<file path="config.mk">
export PLATFORM = sky130hd
export DESIGN_NAME = mau_top
export DESIGN_NICKNAME = d
export VERILOG_FILES = /design/src/core/mau_pkg.sv /design/src/core/mau_prod_if.sv /design/src/core/mau_mult.sv /design/src/core/mau_shape.sv /design/src/core/mau_top.sv
export VERILOG_INCLUDE_DIRS = /design/src /design/src/core
export SDC_FILE = /design/constraint.sdc
export NUM_CORES = 2
export LEC_CHECK = 0
export BUFFER_PORTS_ARGS = -buffer_cell sky130_fd_sc_hd__buf_2
export CORE_AREA = 2 2 376 266
export CTS_CLUSTER_SIZE = 40
export DETAILED_ROUTE_END_ITERATION = 8
export DIE_AREA = 0 0 378 268
export MAX_ROUTING_LAYER = met4
export PLACE_DENSITY = 0.72
export SLEW_MARGIN = 20
export SYNTH_ARGS = -nofsm -noshare
export SYNTH_HDL_FRONTEND = slang
export SYNTH_SLANG_ARGS = --single-unit
</file>
<file path="constraint.sdc">
create_clock -name clk -period 12.6 [get_ports clk]
set_input_delay 1.26 -clock clk [delete_from_list [all_inputs] [get_ports clk]]
set_output_delay 1.26 -clock clk [all_outputs]
set_load 0.02 [all_outputs]
</file>
<file path="src/core/mau_consts.svh">
// Constants of the multiply-accumulate unit: field positions, rounding constants, reset values.
// Assumes nothing beyond being included by its bare name.
`ifndef MAU_CONSTS_SVH
`define MAU_CONSTS_SVH

// Operand halfword positions (integer mode uses the low-order one)
`define MAU_HALF_INT_MSB 15
`define MAU_HALF_INT_LSB 0
`define MAU_HALF_FRAC_MSB 31
`define MAU_HALF_FRAC_LSB 16

// Destination register takes the low word of the 64-bit result
`define MAU_GR_MSB 31
`define MAU_GR_LSB 0

// Rounding constants and the word-rounding keep mask
`define MAU_ROUND_HALF 64'h0000_0000_0000_8000
`define MAU_ROUND_WORD 64'h0000_0000_8000_0000
`define MAU_WORD_KEEP 64'hFFFF_FFFF_0000_0000

// Reset values
`define MAU_ACC_RST 64'h0000_0000_0000_0000
`define MAU_GR_RST 32'h0000_0000
`define MAU_DEST_RST 5'h00

`endif

</file>
<file path="src/core/mau_pkg.sv">
// Types of the multiply-accumulate unit.
// Assumes the constants header is compiled alongside.
package mau_pkg;

   // Operation select, as presented by the pipeline
   typedef enum logic [1:0] {
      MAU_HALF_MUL_SUB_UNSIGNED,
      MAU_WORD_MUL_ACC_SIGNED,
      MAU_WORD_MUL_ACC_UNSIGNED,
      MAU_WORD_MUL_SUB_SIGNED
   } mau_op_e;

   // Top-level sequencing
   typedef enum logic [0:0] {
      MAU_IDLE,
      MAU_MUL
   } mau_state_e;

   // Multiplier stage register
   typedef struct packed {
      logic valid;
      logic [63:0] prod;
      logic half;
      logic sub;
      logic frac;
      logic rnd;
   } mau_mul_s;

   // Top-level state
   typedef struct packed {
      mau_state_e state;
      logic ready;
      logic busy;
      logic [63:0] acc;
      logic [31:0] gr_data;
      logic gr_wr;
      logic [4:0] dest;
      logic done;
   } mau_top_s;

endpackage

</file>
<file path="src/core/mau_prod_if.sv">
// Product path between multiplier stage, shaper and accumulator.
// Assumes all parties share one clock; no timing of its own.
`timescale 1ns/1ps
`default_nettype none
interface mau_prod_if;
   logic valid;
   logic [63:0] prod;
   logic half;
   logic sub;
   logic frac;
   logic rnd;
   logic [63:0] shaped;

   modport mult (output valid, output prod, output half, output sub, output frac, output rnd);
   modport shape (input prod, input half, input frac, input rnd, output shaped);
   modport acc (input valid, input half, input sub, input shaped);
endinterface
`default_nettype wire

</file>
<file path="src/core/mau_mult.sv">
// First stage: operand selection, extension and the 64-bit multiply.
// Assumes start is a one-cycle accept pulse from the top; ce freezes it.
`timescale 1ns/1ps
`default_nettype none
`include "mau_consts.svh"
module mau_mult (
   input wire logic clk,
   input wire logic sys_rst,
   input wire logic ce,
   input wire logic start,
   input wire mau_pkg::mau_op_e op,
   input wire logic [31:0] src_a,
   input wire logic [31:0] src_b,
   input wire logic frac_mode,
   input wire logic round_en,
   mau_prod_if.mult prod_o
);
   mau_pkg::mau_mul_s q_q;
   mau_pkg::mau_mul_s q_d;

   // Extend a word to 33 bits, signed or unsigned
   function automatic logic signed [32:0] ext33(input logic [31:0] v, input logic sgn);
      ext33 = {sgn & v[31], v};
   endfunction

   // Pick the halfword by mode, zero-extended to a word
   function automatic logic [31:0] pick_half(input logic [31:0] v, input logic frac);
      pick_half = frac ? {16'h0000, v[`MAU_HALF_FRAC_MSB:`MAU_HALF_FRAC_LSB]}
                       : {16'h0000, v[`MAU_HALF_INT_MSB:`MAU_HALF_INT_LSB]};
   endfunction

   // Operand decode and multiply; one 33x33 signed array serves all cases
   always_comb begin
      logic half;
      logic sgn;
      logic signed [32:0] xa;
      logic signed [32:0] xb;
      logic signed [65:0] full;
      half = (op == mau_pkg::MAU_HALF_MUL_SUB_UNSIGNED);
      sgn = (op == mau_pkg::MAU_WORD_MUL_ACC_SIGNED) || (op == mau_pkg::MAU_WORD_MUL_SUB_SIGNED);
      // Halfwords zero-extend; words extend as the op says
      xa = half ? ext33(pick_half(src_a, frac_mode), 1'b0) : ext33(src_a, sgn); // [RQ1] [RQ2]
      xb = half ? ext33(pick_half(src_b, frac_mode), 1'b0) : ext33(src_b, sgn); // [RQ6] [RQ7] [RQ8]
      full = xa * xb;
      q_d = q_q;
      q_d.valid = start;
      if (start) begin
         q_d.prod = full[63:0];
         q_d.half = half;
         q_d.sub = half || (op == mau_pkg::MAU_WORD_MUL_SUB_SIGNED);
         q_d.frac = frac_mode; // [RQ10]
         q_d.rnd = round_en;
      end
   end

   // Stage register, held while ce is low
   always_ff @(posedge clk) begin
      if (sys_rst) begin
         q_q <= '0;
      end else if (ce) begin
         q_q <= q_d;
      end
   end

   assign prod_o.valid = q_q.valid;
   assign prod_o.prod = q_q.prod;
   assign prod_o.half = q_q.half;
   assign prod_o.sub = q_q.sub;
   assign prod_o.frac = q_q.frac;
   assign prod_o.rnd = q_q.rnd;
endmodule
`default_nettype wire

</file>
<file path="src/core/mau_shape.sv">
// Product shaping: fraction doubling and rounding ahead of accumulation.
// Assumes a registered product on its input; purely combinational.
`timescale 1ns/1ps
`default_nettype none
`include "mau_consts.svh"
module mau_shape (
   mau_prod_if.shape prod_io
);
   // Doubling first, then rounding, so the constant lands at the true boundary
   always_comb begin
      logic [63:0] dbl;
      logic [63:0] rsum;
      dbl = prod_io.frac ? {prod_io.prod[62:0], 1'b0} : prod_io.prod; // [RQ3] [RQ10]
      rsum = dbl;
      if (prod_io.rnd && prod_io.half) begin
         rsum = dbl + `MAU_ROUND_HALF; // [RQ4]
      end else if (prod_io.rnd) begin
         // Add half an LSB of the upper word, then drop the lower word
         rsum = (dbl + `MAU_ROUND_WORD) & `MAU_WORD_KEEP; // [RQ9]
      end
      prod_io.shaped = rsum;
   end
endmodule
`default_nettype wire

</file>
<file path="src/core/mau_top.sv">
// Multiply-accumulate unit top: accept, two-cycle multiply/accumulate, results.
// Assumes the pipeline honours ready and holds dependent reads while busy.
//
// Operation
// RQ1: Unsigned halfword product subtracted from accumulator.
// RQ2: Integer uses low halfword, fraction high halfword.
// RQ3: Fraction halfword product doubled before combining.
// RQ4: Halfword rounding adds constant at 16-bit boundary.
// RQ5: Halfword subtract writes accumulator and low word.
// RQ6: Signed word product added to accumulator.
// RQ7: Unsigned word product added to accumulator.
// RQ8: Signed word product subtracted from accumulator.
// RQ9: Word rounding rounds at 32-bit boundary.
// RQ10: Mode bit selects integer or doubled fraction.
// RQ11: Accumulate wraps modulo 2^64, no flags.
// RQ12: Dependent reads stall until operation completes.
`timescale 1ns/1ps
`default_nettype none
`include "mau_consts.svh"
module mau_top (
   input wire logic clk,
   input wire logic sys_rst,
   input wire logic ce,
   input wire logic req_valid,
   input wire logic [1:0] req_op,
   input wire logic [31:0] req_src_a,
   input wire logic [31:0] req_src_b,
   input wire logic req_round,
   input wire logic [4:0] req_dest,
   input wire logic arith_mode_register,
   input wire logic acc_load,
   input wire logic [63:0] acc_load_data,
   output logic req_ready,
   output logic busy,
   output logic [4:0] pend_dest,
   output logic [31:0] accum_upper,
   output logic [31:0] accum_lower,
   output logic [31:0] general_register,
   output logic gr_wr,
   output logic [4:0] gr_dest,
   output logic done
);
   mau_pkg::mau_top_s s_q;
   mau_pkg::mau_top_s s_d;
   logic start;
   mau_pkg::mau_op_e op;

   mau_prod_if prod_bus();

   // An accept needs ready and a running clock enable
   assign start = req_valid && s_q.ready && ce;
   assign op = mau_pkg::mau_op_e'(req_op);

   mau_mult u_mult (
      .clk(clk),
      .sys_rst(sys_rst),
      .ce(ce),
      .start(start),
      .op(op),
      .src_a(req_src_a),
      .src_b(req_src_b),
      .frac_mode(arith_mode_register),
      .round_en(req_round),
      .prod_o(prod_bus.mult)
   );

   mau_shape u_shape (
      .prod_io(prod_bus.shape)
   );

   // Sequencing and accumulation; the new value is formed one cycle after accept
   always_comb begin
      logic [63:0] sum;
      sum = '0;
      s_d = s_q;
      s_d.done = 1'b0;
      s_d.gr_wr = 1'b0;
      // Plain 64-bit add or subtract: carries out of bit 63 are dropped on purpose
      if (prod_bus.sub) begin
         sum = s_q.acc - prod_bus.shaped; // [RQ1] [RQ8] [RQ11]
      end else begin
         sum = s_q.acc + prod_bus.shaped; // [RQ6] [RQ7] [RQ11]
      end
      case (s_q.state)
         mau_pkg::MAU_IDLE: begin
            if (req_valid && s_q.ready) begin
               // Ready drops so the pipeline holds reads of the busy targets
               s_d.state = mau_pkg::MAU_MUL; // [RQ12]
               s_d.ready = 1'b0;
               s_d.busy = 1'b1;
               s_d.dest = req_dest;
            end else if (acc_load && s_q.ready) begin
               // Direct accumulator load from the pipeline, only while idle
               s_d.acc = acc_load_data;
            end
         end
         mau_pkg::MAU_MUL: begin
            if (prod_bus.valid) begin
               s_d.acc = sum;
               s_d.state = mau_pkg::MAU_IDLE;
               s_d.ready = 1'b1; // [RQ12]
               s_d.busy = 1'b0;
               s_d.done = 1'b1;
               if (prod_bus.half) begin
                  // Only the halfword subtract updates the destination register
                  s_d.gr_data = sum[`MAU_GR_MSB:`MAU_GR_LSB]; // [RQ5]
                  s_d.gr_wr = 1'b1;
               end
            end
         end
         default: begin
            s_d.state = mau_pkg::MAU_IDLE;
            s_d.ready = 1'b1;
            s_d.busy = 1'b0;
         end
      endcase
   end

   // State register; ce low freezes everything including the stage pulses
   always_ff @(posedge clk) begin
      if (sys_rst) begin
         s_q.state <= mau_pkg::MAU_IDLE;
         s_q.ready <= 1'b1;
         s_q.busy <= 1'b0;
         s_q.acc <= `MAU_ACC_RST;
         s_q.gr_data <= `MAU_GR_RST;
         s_q.gr_wr <= 1'b0;
         s_q.dest <= `MAU_DEST_RST;
         s_q.done <= 1'b0;
      end else if (ce) begin
         s_q <= s_d;
      end
   end

   // Every output is a flip-flop of the state struct
   assign req_ready = s_q.ready;
   assign busy = s_q.busy; // [RQ12]
   assign pend_dest = s_q.dest;
   assign accum_upper = s_q.acc[63:32];
   assign accum_lower = s_q.acc[31:0];
   assign general_register = s_q.gr_data;
   assign gr_wr = s_q.gr_wr;
   assign gr_dest = s_q.dest;
   assign done = s_q.done;
endmodule
`default_nettype wire

</file>
==> flow_metrics.env <==
export IMPL_outcome="complete, no violations"
export IMPL_hpwl_um=141000
export IMPL_port_buffers=251
export IMPL_cts_tree="built"
export IMPL_rows=96
export IMPL_io_pins=252
export IMPL_ff2ff_setup_slack_ns=4.29
export IMPL_cts_resized=0
export IMPL_ctsHoldBuffers=0
export IMPL_drv_slew=0
export IMPL_rsz0062_at_grt="no"
export IMPL_antenna_found_initial=6
export IMPL_areaGrowthSynthToFinish_pct=4.46
export IMPL_yosys_most_used_dff="dfxtp_1"
export IMPL_fmax_ghz=0.0889
export IMPL_setup_viol=0
export IMPL_syn_area_sq_um=53300
export IMPL_ant_nets=0
export IMPL_ys_seq_area_frac=0.0658
export IMPL_tns_ns=0
export IMPL_viasPerCell=5.83
export IMPL_slew_headroom=0.214
export IMPL_synth_edf_count=0
export IMPL_die_y_um=268
export IMPL_ys_ff_latch=175
export IMPL_crit_required_ns=12.99
export IMPL_root_buffer="clkbuf_16"
export IMPL_wl_per_cell_um=22.6
export IMPL_die_width_um=378
export IMPL_path_common_cell="fa_1"
export IMPL_start_util=0.546
export IMPL_routed_wl_um=173000
export IMPL_first_pass_iters=6
export IMPL_clk_latency_ns=0.48
export IMPL_fin_skew_ns=0.0162
export IMPL_reg2reg_from="u_mult.prod_o.rnd$_SDFFE_PP0P_"
export IMPL_first_iter_violations=4646
export IMPL_cts_sinks=175
export IMPL_synth_top_area_cell="fa_1"
export IMPL_finalWorstPathRequiredPeriod_ns=11.24
export IMPL_grt_pass1_vias=45900
export IMPL_hp_class="register to register"
export IMPL_cap_violations=0
export IMPL_startpoint_type="primary input"
export IMPL_crit_type="primary input to register"
export IMPL_critPathMaxFanout=27
export IMPL_finalHoldViolations=0
export IMPL_yosysMostFrequentCell="inv_1"
export IMPL_max_slew_worst_pin_slew_ns=1.15
export IMPL_slowest_delay_ns=0.79
export IMPL_r2r_end="accum_upper[30]$_SDFFE_PP0P_"
export IMPL_gr_usage_all_layers=0.362
export IMPL_syn_inst=6374
export IMPL_syn_num_nets=7923
export IMPL_synth_async_sr_flop_share=0
export IMPL_synth_top_cells_by_area="fa_1, inv_1, nand2_1"
export IMPL_grt_pass1_wl_um=270000
export IMPL_overflow=0
export IMPL_cp_arrival_ns=11.64
export IMPL_timing_final_crit_share=0.892
export IMPL_ys_types=83
export IMPL_post_cts_setup_buffers=0
export IMPL_final_layout_size_suffix_gt1_frac=0.0766
export IMPL_drc=0
export IMPL_clk_pin_slew_ns=0.08
export IMPL_endpoint_kind="register"
export IMPL_crit_start="req_op[0]"
export IMPL_slowest_stage="mux2i_1"
export IMPL_post_synth_cell_area_avg_sq_um=8.36
export IMPL_core_area_sq_um=97500
export IMPL_yosys_warnings=0
export IMPL_cts_buffers=17
export IMPL_place_gp_congestion=1.02
export IMPL_synth_top_area_share=0.423
export IMPL_nFillCells=9011
export IMPL_synthTopCellsByCount="inv_1, fa_1, nand2_1, nor2_1, a21oi_1"
export IMPL_crit_path_end="u_mult.prod_o.prod[63]$_SDFFE_PP0P_"
export IMPL_r2r_cells=25
export IMPL_clk_path_buf_depth=2
export IMPL_nets=7868
export IMPL_cts_htree_levels=4
export IMPL_vias=44700
export IMPL_die_area_sq_um=101000
export IMPL_grt_max_degree=76
==> worst min-delay path by stage <==
stage | startpoint | end | slack (ns) | cells after the start
floorplan | general_register[10]$_SDFFE_PP0P_ | general_register[10]$_SDFFE_PP0P_ | 0.44 | 2
global placement | general_register[20]$_SDFFE_PP0P_ | general_register[20]$_SDFFE_PP0P_ | 0.44 | 2
detailed placement | general_register[12]$_SDFFE_PP0P_ | general_register[12]$_SDFFE_PP0P_ | 0.44 | 2
CTS | general_register[12]$_SDFFE_PP0P_ | general_register[12]$_SDFFE_PP0P_ | 0.46 | 2
global route | general_register[24]$_SDFFE_PP0P_ | general_register[24]$_SDFFE_PP0P_ | 0.47 | 2
finish | general_register[12]$_SDFFE_PP0P_ | general_register[12]$_SDFFE_PP0P_ | 0.45 | 2
==> layout by cell type, fill, tap and decap left out, types with 108 or more instances in the layout <==
cell type,instances
fa_1,1125
buf_2,250
dfxtp_1,173
xnor2_1,127
ha_1,280
o21ai_0,108
nor2_1,393
inv_1,1240
nand2_1,1072
a21oi_1,284
and2_1,157
==> critical path: cells and delay by family <==
kind	cells	cell delay [ns]
buf+inv	9	1.48
mux	1	0.79
fa+ha+maj	10	4.30
simple gates	3	0.85
compound gates	9	2.78
xor+xnor	1	0.13
==> per-layer routing <==
layer,share of wire,wire length [um],track usage
met1,0.42,72000,0.502
met2,0.42,72500,0.512
met3,0.13,21600,0.100
met4,0.039,6790,0.122
met5,0,0,-
==> kinds of logic (layout without fill, tap and decap cells) <==
group	Yosys count	in the layout	share of synthesized area
AO/OA/AOI/OAI	762	762	0.0921
other	0	9	0
AND/OR/NAND/NOR	2066	2066	0.174
adder cells (fa/ha/maj)	1407	1407	0.489
flip-flops	175	175	0.0658
XOR/XNOR	195	195	0.0321
multiplexers	106	106	0.0211
buffers and inverters	1663	1621	0.126
==> layout make-up <==
cell class                      count  area [sq um]  share of cell area
Antenna cell                        9          22.5            0.000405
Clock buffer                       18           429             0.00771
Clock inverter                     14           169             0.00303
Inverter                         1241          4660              0.0837
Multi-Input combinational cell   4536         43200               0.777
Sequential cell                   175          3510              0.0630
Tap cell                         1323          1660              0.0297
Timing Repair Buffer              348          1990              0.0358
==> state kept, by name, summed over array words and instances (netlist names) <==
register / flops
u_mult.prod_o.prod: 64
accum_lower: 32
accum_upper: 32
general_register: 32
gr_dest: 5
busy: 1
done: 1
gr_wr: 1
req_ready: 1
s_q: 1
u_mult.prod_o.frac: 1
u_mult.prod_o.half: 1
u_mult.prod_o.rnd: 1
u_mult.prod_o.sub: 1
u_mult.prod_o.valid: 1
==> metrics by stage <==
step	worst slack [ns]	hold slack [ns]	utilization	std cells	cell area, sq um
after floorplan	2.11	0.437	-	6374	53300
after global placement	1.31	0.442	0.564	7623	55000
after detailed placement	1.13	0.444	0.564	7623	55000
after CTS	1.58	0.456	0.570	7655	55600
after global routing	0.941	0.471	0.571	7662	55700
final	1.36	0.455	0.571	7664	55700
Power is not shown: default switching activity piles up to over one toggle a cycle in this logic, so the estimate is an artifact.
